**config.mk**
```make
export PLATFORM = sky130hd
export DESIGN_NAME = sar_adc_host_handshake
export DESIGN_NICKNAME = d
export VERILOG_FILES = /design/src/core/sar_adc_pkg.sv /design/src/core/sar_adc_host_handshake.sv
export SDC_FILE = /design/constraint.sdc
export NUM_CORES = 1
export LEC_CHECK = 0
export BUFFER_PORTS_ARGS = -buffer_cell sky130_fd_sc_hd__buf_2
export CORE_MARGIN = 1
export CORE_UTILIZATION = 35
export DETAILED_ROUTE_END_ITERATION = 7
export GPL_TIMING_DRIVEN = 0
export PLACE_DENSITY = 0.57
export SLEW_MARGIN = 10
export SYNTH_ARGS = -nofsm -noshare
export SYNTH_HDL_FRONTEND = slang
export SYNTH_SLANG_ARGS = --single-unit
```
**constraint.sdc**
```tcl
create_clock -name clk_i -period 1.8 [get_ports clk_i]
set_clock_uncertainty 0.05 [all_clocks]
set_input_delay 0.18 -clock clk_i [delete_from_list [all_inputs] [get_ports clk_i]]
set_output_delay 0.18 -clock clk_i [all_outputs]
set_load 0.01 [all_outputs]
```
**src/core/sar_adc_pkg.sv**
```systemverilog
package sar_adc_pkg;
  // ==========================================================
  // Resolution and codes
  localparam int unsigned RES_BITS = 8;
  localparam logic [RES_BITS-1:0] ZERO_CODE = 8'h00;
  localparam logic [RES_BITS-1:0] MSB_ONLY = 8'h80;
  localparam logic [RES_BITS-1:0] RESULT_RST = 8'h00;
  // ==========================================================
  // Timing
  localparam int unsigned CLK_HZ = 10_000_000;
  localparam int unsigned CONV_TYP_US = 30;
  localparam int unsigned CONV_TESTED_US = 40;
  localparam int unsigned CONV_MAX_US = 60;
  // Cycles per trial bit: whole conversion stays inside the typical figure
  localparam int unsigned CONV_TYP_CYC = CONV_TYP_US * (CLK_HZ / 1_000_000);
  localparam int unsigned BIT_CYC_DEF = CONV_TYP_CYC / RES_BITS;
  localparam int unsigned MAX_CYC = CONV_MAX_US * (CLK_HZ / 1_000_000);
endpackage : sar_adc_pkg

```
**src/core/sar_adc_host_handshake.sv**
```systemverilog
`timescale 1ns/1ps
`default_nettype none
module sar_adc_host_handshake
  import sar_adc_pkg::*;
#(
  parameter int unsigned BIT_CYC = BIT_CYC_DEF
) (
  // Clock and reset
  input wire logic clk_i,
  input wire logic resetn_i,
  // Host control
  input wire logic cs_n_i,
  input wire logic wr_n_i,
  input wire logic rd_n_i,
  output logic conversion_done_n_o,
  // Host data bus
  output logic [sar_adc_pkg::RES_BITS-1:0] result_bus_o,
  output logic result_bus_oe_o,
  // Comparator front end
  output logic [sar_adc_pkg::RES_BITS-1:0] trial_code_o,
  input wire logic cmp_above_i,
  input wire logic neg_ge_pos_i
);
  import sar_adc_pkg::*;

  // ==========================================================
  // Parameter checks
  // Bit index is three bits wide, so only an eight-bit result fits
  if (RES_BITS != 8) begin : g_bad_res
    $error("RES_BITS must be 8");
  end
  if (BIT_CYC < 1) begin : g_bad_short
    $error("BIT_CYC must be at least 1");
  end
  // Conversion must fit the guaranteed maximum
  if (BIT_CYC * RES_BITS > MAX_CYC) begin : g_bad_long
    $error("BIT_CYC too long for the maximum conversion time");
  end

  // LATCH gives the result a cycle to settle before the flag falls
  typedef enum logic [1:0] {IDLE, ARMED, CONVERT, LATCH} state_e;

  localparam int unsigned CW = $clog2(BIT_CYC + 1);
  localparam logic [CW-1:0] CNT_LAST = CW'(BIT_CYC - 1);
  localparam logic [CW-1:0] CNT_ZERO = '0;
  localparam logic [2:0] BIT_TOP = 3'(RES_BITS - 1);

  // ==========================================================
  // Helper functions
  // Strobes count only while the chip is selected
  function automatic logic strobe_on(input logic sel_n, input logic strobe_n);
    return !sel_n && !strobe_n;
  endfunction : strobe_on

  function automatic logic count_done(input logic [CW-1:0] cnt);
    return cnt == CNT_LAST;
  endfunction : count_done

  function automatic logic is_last_bit(input logic [2:0] idx);
    return idx == 3'h0;
  endfunction : is_last_bit

  // Forced zero wins over whatever the trials resolved
  function automatic logic [RES_BITS-1:0] final_code(input logic zero_seen,
    input logic [RES_BITS-1:0] code);
    return zero_seen ? ZERO_CODE : code;
  endfunction : final_code

  // ==========================================================
  // Strobe qualification
  logic wr_q;
  logic wr_d;
  logic wr_fall;
  logic wr_rise;
  logic rd_act;

  always_comb begin
    wr_d = strobe_on(cs_n_i, wr_n_i);
    wr_fall = wr_d && !wr_q;
    // Rise with chip select high is not a start
    wr_rise = !wr_d && wr_q && !cs_n_i;
    rd_act = strobe_on(cs_n_i, rd_n_i);
  end

  // ==========================================================
  // Conversion sequencer
  state_e state_q;
  state_e state_d;
  logic [CW-1:0] cnt_q;
  logic [CW-1:0] cnt_d;
  logic [2:0] bit_q;
  logic [2:0] bit_d;
  logic [RES_BITS-1:0] sar_q;
  logic [RES_BITS-1:0] sar_d;
  // Result latch keeps its value across an aborted conversion
  logic [RES_BITS-1:0] result_q;
  logic [RES_BITS-1:0] result_d;
  logic done_n_q;
  logic done_n_d;
  logic oe_q;
  logic oe_d;
  logic zero_q;
  logic zero_d;

  always_comb begin
    state_d = state_q;
    cnt_d = cnt_q;
    bit_d = bit_q;
    sar_d = sar_q;
    result_d = result_q;
    done_n_d = done_n_q;
    zero_d = zero_q;
    oe_d = rd_act;
    case (state_q)
      IDLE, ARMED, LATCH: begin
        if (state_q == LATCH) begin
          // Flag falls one cycle after the latch is loaded
          done_n_d = 1'b0;
          state_d = IDLE;
        end
        if (wr_fall) begin
          done_n_d = 1'b1;
          state_d = ARMED;
        end else if (wr_rise && state_q == ARMED) begin
          // A stray rise without a seen fall does nothing
          state_d = CONVERT;
          sar_d = MSB_ONLY;
          bit_d = BIT_TOP;
          cnt_d = CNT_ZERO;
          zero_d = 1'b0;
        end
      end
      CONVERT: begin
        if (wr_fall) begin
          // A new write aborts and re-arms
          done_n_d = 1'b1;
          state_d = ARMED;
        end else if (count_done(cnt_q)) begin
          cnt_d = CNT_ZERO;
          if (neg_ge_pos_i) begin
            zero_d = 1'b1;
          end
          if (!cmp_above_i) begin
            sar_d[bit_q] = 1'b0;
          end
          if (is_last_bit(bit_q)) begin
            state_d = LATCH;
            result_d = final_code(zero_q || neg_ge_pos_i, sar_d);
          end else begin
            bit_d = bit_q - 3'h1;
            sar_d[bit_q - 3'h1] = 1'b1;
          end
        end else begin
          // Each trial bit gets BIT_CYC cycles for the comparator to settle
          cnt_d = cnt_q + CW'(1);
        end
      end
      default: begin
        state_d = IDLE;
      end
    endcase
    if (rd_act) begin
      // Set wins: a flag falling this cycle is not lost to the read
      if (!(state_q == LATCH && !wr_fall)) begin
        done_n_d = 1'b1;
      end
    end
  end

  // ==========================================================
  // State registers
  always_ff @(posedge clk_i or negedge resetn_i) begin
    if (!resetn_i) begin
      state_q <= IDLE;
      cnt_q <= '0;
      bit_q <= 3'h0;
      sar_q <= ZERO_CODE;
      result_q <= RESULT_RST;
      done_n_q <= 1'b1;
      oe_q <= 1'b0;
      zero_q <= 1'b0;
      wr_q <= 1'b0;
    end else begin
      state_q <= state_d;
      cnt_q <= cnt_d;
      bit_q <= bit_d;
      sar_q <= sar_d;
      result_q <= result_d;
      done_n_q <= done_n_d;
      oe_q <= oe_d;
      zero_q <= zero_d;
      wr_q <= wr_d;
    end
  end

  // ==========================================================
  // Outputs
  // Every output is a plain copy of a register
  always_comb begin
    conversion_done_n_o = done_n_q;
    result_bus_o = result_q;
    result_bus_oe_o = oe_q;
    trial_code_o = sar_q;
  end

endmodule : sar_adc_host_handshake
`default_nettype wire

```
# ---- After elaboration in Yosys (flattened, before gate mapping)
# Index checks and enable logic that the tools add are counted.
dict set report totals {
  register_bits 31
  inputBits 7
  out_inout_bits 18
  wordCells 102
}
dict set report classes {
  n_addsub 2
  order_cmp 4
  n_eq_ne 13
  n_mux 45
  bitwise_logic 4
  n_reduce_logical 25
}
# operator n
set ops {}
lappend ops {{two-way mux 8 bit} 10}
lappend ops {{two-way mux 6 bit} 4}
lappend ops {{one-hot mux 8 bit (2 select lines)} 1}
lappend ops {{two-way mux 3 bit} 5}
lappend ops {{two-way mux 1 bit} 12}
lappend ops {{two-way mux 2 bit} 6}
lappend ops {{inequality test 2 bit (second input constant)} 6}
lappend ops {{one-hot mux 6 bit (2 select lines)} 1}
lappend ops {{AND reduction 5 bit} 2}
lappend ops {{logical AND 1 bit} 9}
lappend ops {{bitwise AND 8 bit} 1}
lappend ops {{< comparator 3 x 4 -> 1 bit (second input constant)} 2}
lappend ops {{NOT 8 bit} 1}
lappend ops {{OR 8 bit} 1}
lappend ops {{AND reduction 4 bit} 2}
lappend ops {{adder 6 x 1 -> 6 bit (second input constant)} 1}
lappend ops {{demux 1 bit (select 3 bit)} 2}
lappend ops {{== test 6 bit (second input constant)} 1}
lappend ops {{greater-or-equal comparator 3 x 1 -> 1 bit (second input constant)} 2}
lappend ops {{zero test 1 bit} 6}
lappend ops {{inequality test 3 bit (second input constant)} 2}
lappend ops {{one-hot mux 3 bit (2 select lines)} 1}
lappend ops {{AND reduction 3 bit} 2}
lappend ops {{== test 2 bit (second input constant)} 2}
lappend ops {{10 further kinds} 11}

# ---- Depth between registers and ports, before layout
dict set report depth {
  ltp_word 15
  depth_mapped 7
  ltp_nobuf 6
}

# ---- Worst setup path after synthesis
# No wires, ideal clock.
dict set report synth_path {
  path_kind {reg2reg}
  from {register cnt_q[0]}
  to {register sar_q[0] (netlist: trial_code_o[0])}
  setup_time_ns 0.121
  arrival_time_ns 1.469
  slack_ns 0.160
  stages_incl_launch_ff 8
  cell_sequence {dfrtp_1 inv_1 ha_1 and4bb_4 nand2_4 a21o_1 buf_6 a22o_2}
}
dict set report synth_via {
  elab_chain_len 3
}
# item line
set synth_lines {}
lappend synth_lines {{from (decl)} sar_adc_host_handshake.sv:89} ;# logic [CW-1:0] cnt_q;
lappend synth_lines {{from (signal assigned)} sar_adc_host_handshake.sv:185} ;# cnt_q <= cnt_d;
lappend synth_lines {{== test 6 bit} sar_adc_host_handshake.sv:56} ;# return cnt == CNT_LAST;
lappend synth_lines {{inequality test 2 bit (no source line)} --}
lappend synth_lines {{AND reduction 4 bit (no source line)} --}
lappend synth_lines {{to (signal assigned)} sar_adc_host_handshake.sv:187} ;# sar_q <= sar_d;
lappend synth_lines {{to (decl)} sar_adc_host_handshake.sv:93} ;# logic [RES_BITS-1:0] sar_q;
# Every way passes these cells.
# A chain may end at the register's enable or synchronous reset.

# ---- Worst setup path after layout
dict set report layout_path {
  from {register cnt_q[0]}
  to {register sar_q[1] (netlist: trial_code_o[1])}
}
# Same word-level chain as after synthesis.

==> results.toml <==
[run_status]
outcome = "complete, but fails checks"
violations = "design-rule violations"

[critical_path]
worst_r2r_startpoint = "cnt_q[0]$_DFFE_PN0P_"
crit_fanout = 5
worstSetupPathType = "reg2reg"
r2r_slack_ps = 20
path_cells = "inv_2, ha_4, and4bb_4, nand2_4, a21o_1, buf_6, a22o_2"
cp_data_required_time_ps = 1920
end_kind = "flop"
start_kind = "flop"
rr_worst_depth = 7
arrival_ps = 1900
cp_slowest_cell = "dfrtp_1"
r2r-end = "trial_code_o[1]$_DFFE_PN0P_"
cp_slowest_stage_delay_ps = 420

[cts]
cts_tree = "yes"
path_clk_slew_ps = 70
root_buffer = "clkbuf_8"
clockBufferDepth = 2
clk_latency_ps = 280
h-tree-depth = 2
numCtsBuffers = 5
cts_num_sinks = 31

[floorplanning]
top_level_ports = 25
die_width_um = 71.0
initial_core_util = 0.372
die_height_um = 71.0
fp-row-count = 24
coreArea_mm2 = 0.00447
die-area_mm2 = 0.00504

[grt]
busiest_layer = "met2"
met1_usage = 0.208
overflow = 0
grt.total_usage = 0.168
grt_pass1_vias = 1328
grt_first_pass_wirelength_mm = 6.40
grt_max_degree = 32
grt_util_met3 = 0.0385
antenna_found_initial = 0
met2_usage = 0.279

[sta]
fin_tns_setup_ps = 0
relSlewSlack = 0.513
setup_viol = 0
final.period_utilization = 0.991
hold_viol = 0
drv_slew = 0
fin_crit_ps = 1780
worst_slew_pin_slew_ps = 730
fmax_ghz = 0.560
rsz0062_at_grt = "yes"

[flow_run]
drv_cap = 0

[layout]
fin_cells = 257
layout-drive-gt1-share = 0.366
area_growth_pct = 24.1
n_antenna_cell = 0
fin_nets = 216
fill_cells = 419
utilization = 0.462

[worst_hold_path]
worstHoldStart = "cs_n_i"
hold_class = "in2reg"
holdPathStages = 2
hold-path-endpoint = "result_bus_oe_o$_DFF_PN0_"

[logic_synthesis]
ys_types = 42
syn_area_per_cell_um2 = 10.2
yosysWarnings = 0
synthesis.nets = 175
ys_ff_latch = 31
synthCells = 164
ys_seq_area_frac = 0.467
synth_area_mm2 = 0.00167

[power]
p_leak_nw = 1.01
peakVddDrop_uv = 305
cellPowerDensity_mw_per_mm2 = 808
p_total_w = 0.00167

[route]
vias_per_cell = 5.62
wl_mm = 4.17
num_vias = 1444
drt-initial-drc-count = 119
wl_per_cell_um = 16.2
drt_first_pass_iters = 6
drc = 4
postRouteAntennaNets = 0

[placement]
place_congestion = 0.812
portBuffers = 24
dp_hpwl_mm = 2.76
dp_cells = 240
## flip-flops by register name, indices dropped and copies added (netlist names)
| register | cells |
|---|---|
| bit_q | 3 |
| trial_code_o | 8 |
| state_q | 2 |
| result_bus_o | 8 |
| cnt_q | 6 |
| conversion_done_n_o | 1 |
| result_bus_oe_o | 1 |
| zero_q | 1 |
| wr_q | 1 |
## power breakdown
| part | switching, W | internal, W |
|---|---|---|
| Combinational | 0.000187 | 0.000134 |
| Clock | 0.000263 | 0.000300 |
| Sequential | 0.0000498 | 0.000737 |
| Total | 0.000500 | 0.00117 |
## metal layers
metal,part of all wire,vias to the layer above,routed length [um]
met1,0.44,700,1850
met4,0.023,0,97
li1,-,691,-
met5,0,-,0
met2,0.49,44,2030
met3,0.046,9,192
## worst max path at each step
stage,from,endpoint,slack [ps]
finish,cnt_q[0]$_DFFE_PN0P_,trial_code_o[1]$_DFFE_PN0P_,20
global route,cnt_q[0]$_DFFE_PN0P_,trial_code_o[3]$_DFFE_PN0P_,-40
CTS,cnt_q[0]$_DFFE_PN0P_,result_bus_o[5]$_DFFE_PN0P_,3
detailed placement,cnt_q[0]$_DFFE_PN0P_,trial_code_o[7]$_DFFE_PN0P_,-60
global placement,cnt_q[0]$_DFFE_PN0P_,trial_code_o[7]$_DFFE_PN0P_,-5
floorplan,cnt_q[0]$_DFFE_PN0P_,trial_code_o[0]$_DFFE_PN0P_,160
## critical path: cells and delay by family (launching register included)
kind            cells  cell delay (ps)
compound gates      2              450
fa+ha+maj           1              120
buf+inv             2              230
flops               1              420
simple gates        2              400
## through the flow
| step | area [um2] | setup slack, ps | hold slack (ps) |
|---|---|---|---|
| after floorplan | 1670 | 160 | -166 |
| after detailed placement | 1850 | -60.5 | 226 |
| after global routing | 2070 | -35.7 | 94.5 |
| after global placement | 1850 | -4.75 | 209 |
| final | 2070 | 15.9 | 68.9 |
| after CTS | 1970 | 2.82 | 66.5 |
## cell usage after synthesis, drive strengths merged
library cell	count	area [um2]
or2b	1	7.51
inv	8	30.0
or4	1	7.51
and4bb	2	28.8
dfstp	1	26.3
nand2	17	78.8
nor2b	1	6.26
nand3	7	35.0
o221ai	1	8.76
xor2	1	8.76
nand2b	5	31.3
a21o	1	7.51
a211oi	1	7.51
clkbuf	1	13.8
or3	2	17.5
a22o	7	70.1
a22oi	1	12.5
o22a	1	8.76
a21oi	4	20.0
o31a	1	8.76
nor2	7	26.3
and3	1	6.26
o31ai	3	22.5
ha	4	50.1
a32oi	1	8.76
or2	2	12.5
buf	7	58.8
o21ai	32	160
a211o	1	8.76
o41ai	8	77.6
mux2i	1	10.0
nand4b	1	23.8
dfrtp	30	751
and2b	1	8.76
nor3	1	5.00
## repair_timing
action | CTS | global route
endpoints found under the hold margin | 31 | 0
setup buffers | 1 | 4
hold buffers | 2 | 0
pin swaps | 1 | 3
setup endpoints to repair | 10 | 17
gates resized for setup | 3 | 14
gates cloned | 0 | 3
## cell type report
cell class / instances / area [um2] / share of cell area
multi-input combinational: 118 / 838 / 0.406
clock buffer: 6 / 82.6 / 0.0400
tap: 52 / 65.1 / 0.0315
buffer: 8 / 72.6 / 0.0351
inverter: 8 / 30.0 / 0.0145
clock inverter: 1 / 5.00 / 0.00242
timing repair buffer: 33 / 194 / 0.0938
sequential: 31 / 779 / 0.377
## placed cells by master (no fill, tap or decap), types with 2 or more instances in the layout
| cell type | netlist | final |
|---|---|---|
| a21oi_1 | 4 | 3 |
| a22o_2 | 7 | 6 |
| buf_2 | 2 | 27 |
| buf_4 | 0 | 5 |
| buf_6 | 4 | 5 |
| clkbuf_8 | 1 | 7 |
| dfrtp_1 | 30 | 28 |
| dfrtp_2 | 0 | 2 |
| dlygate4sd3_1 | 0 | 2 |
| ha_1 | 4 | 2 |
| inv_1 | 8 | 6 |
| inv_2 | 0 | 2 |
| nand2_1 | 15 | 15 |
| nand2_4 | 2 | 2 |
| nand2b_1 | 5 | 5 |
| nand3_1 | 7 | 7 |
| nor2_1 | 7 | 6 |
| o21ai_0 | 31 | 28 |
| o21ai_1 | 1 | 4 |
| o31ai_1 | 3 | 2 |
| o41ai_1 | 7 | 7 |
| or2_2 | 2 | 2 |
## logic make-up after synthesis
group,synth area share
AO/OA/AOI/OAI,0.253
XOR/XNOR,0.00526
adder cells (fa/ha/maj),0.0301
buffers and inverters,0.0616
flip-flops,0.467
multiplexers,0.00601
AND/OR/NAND/NOR,0.177
(Power assumes the default switching activity.)
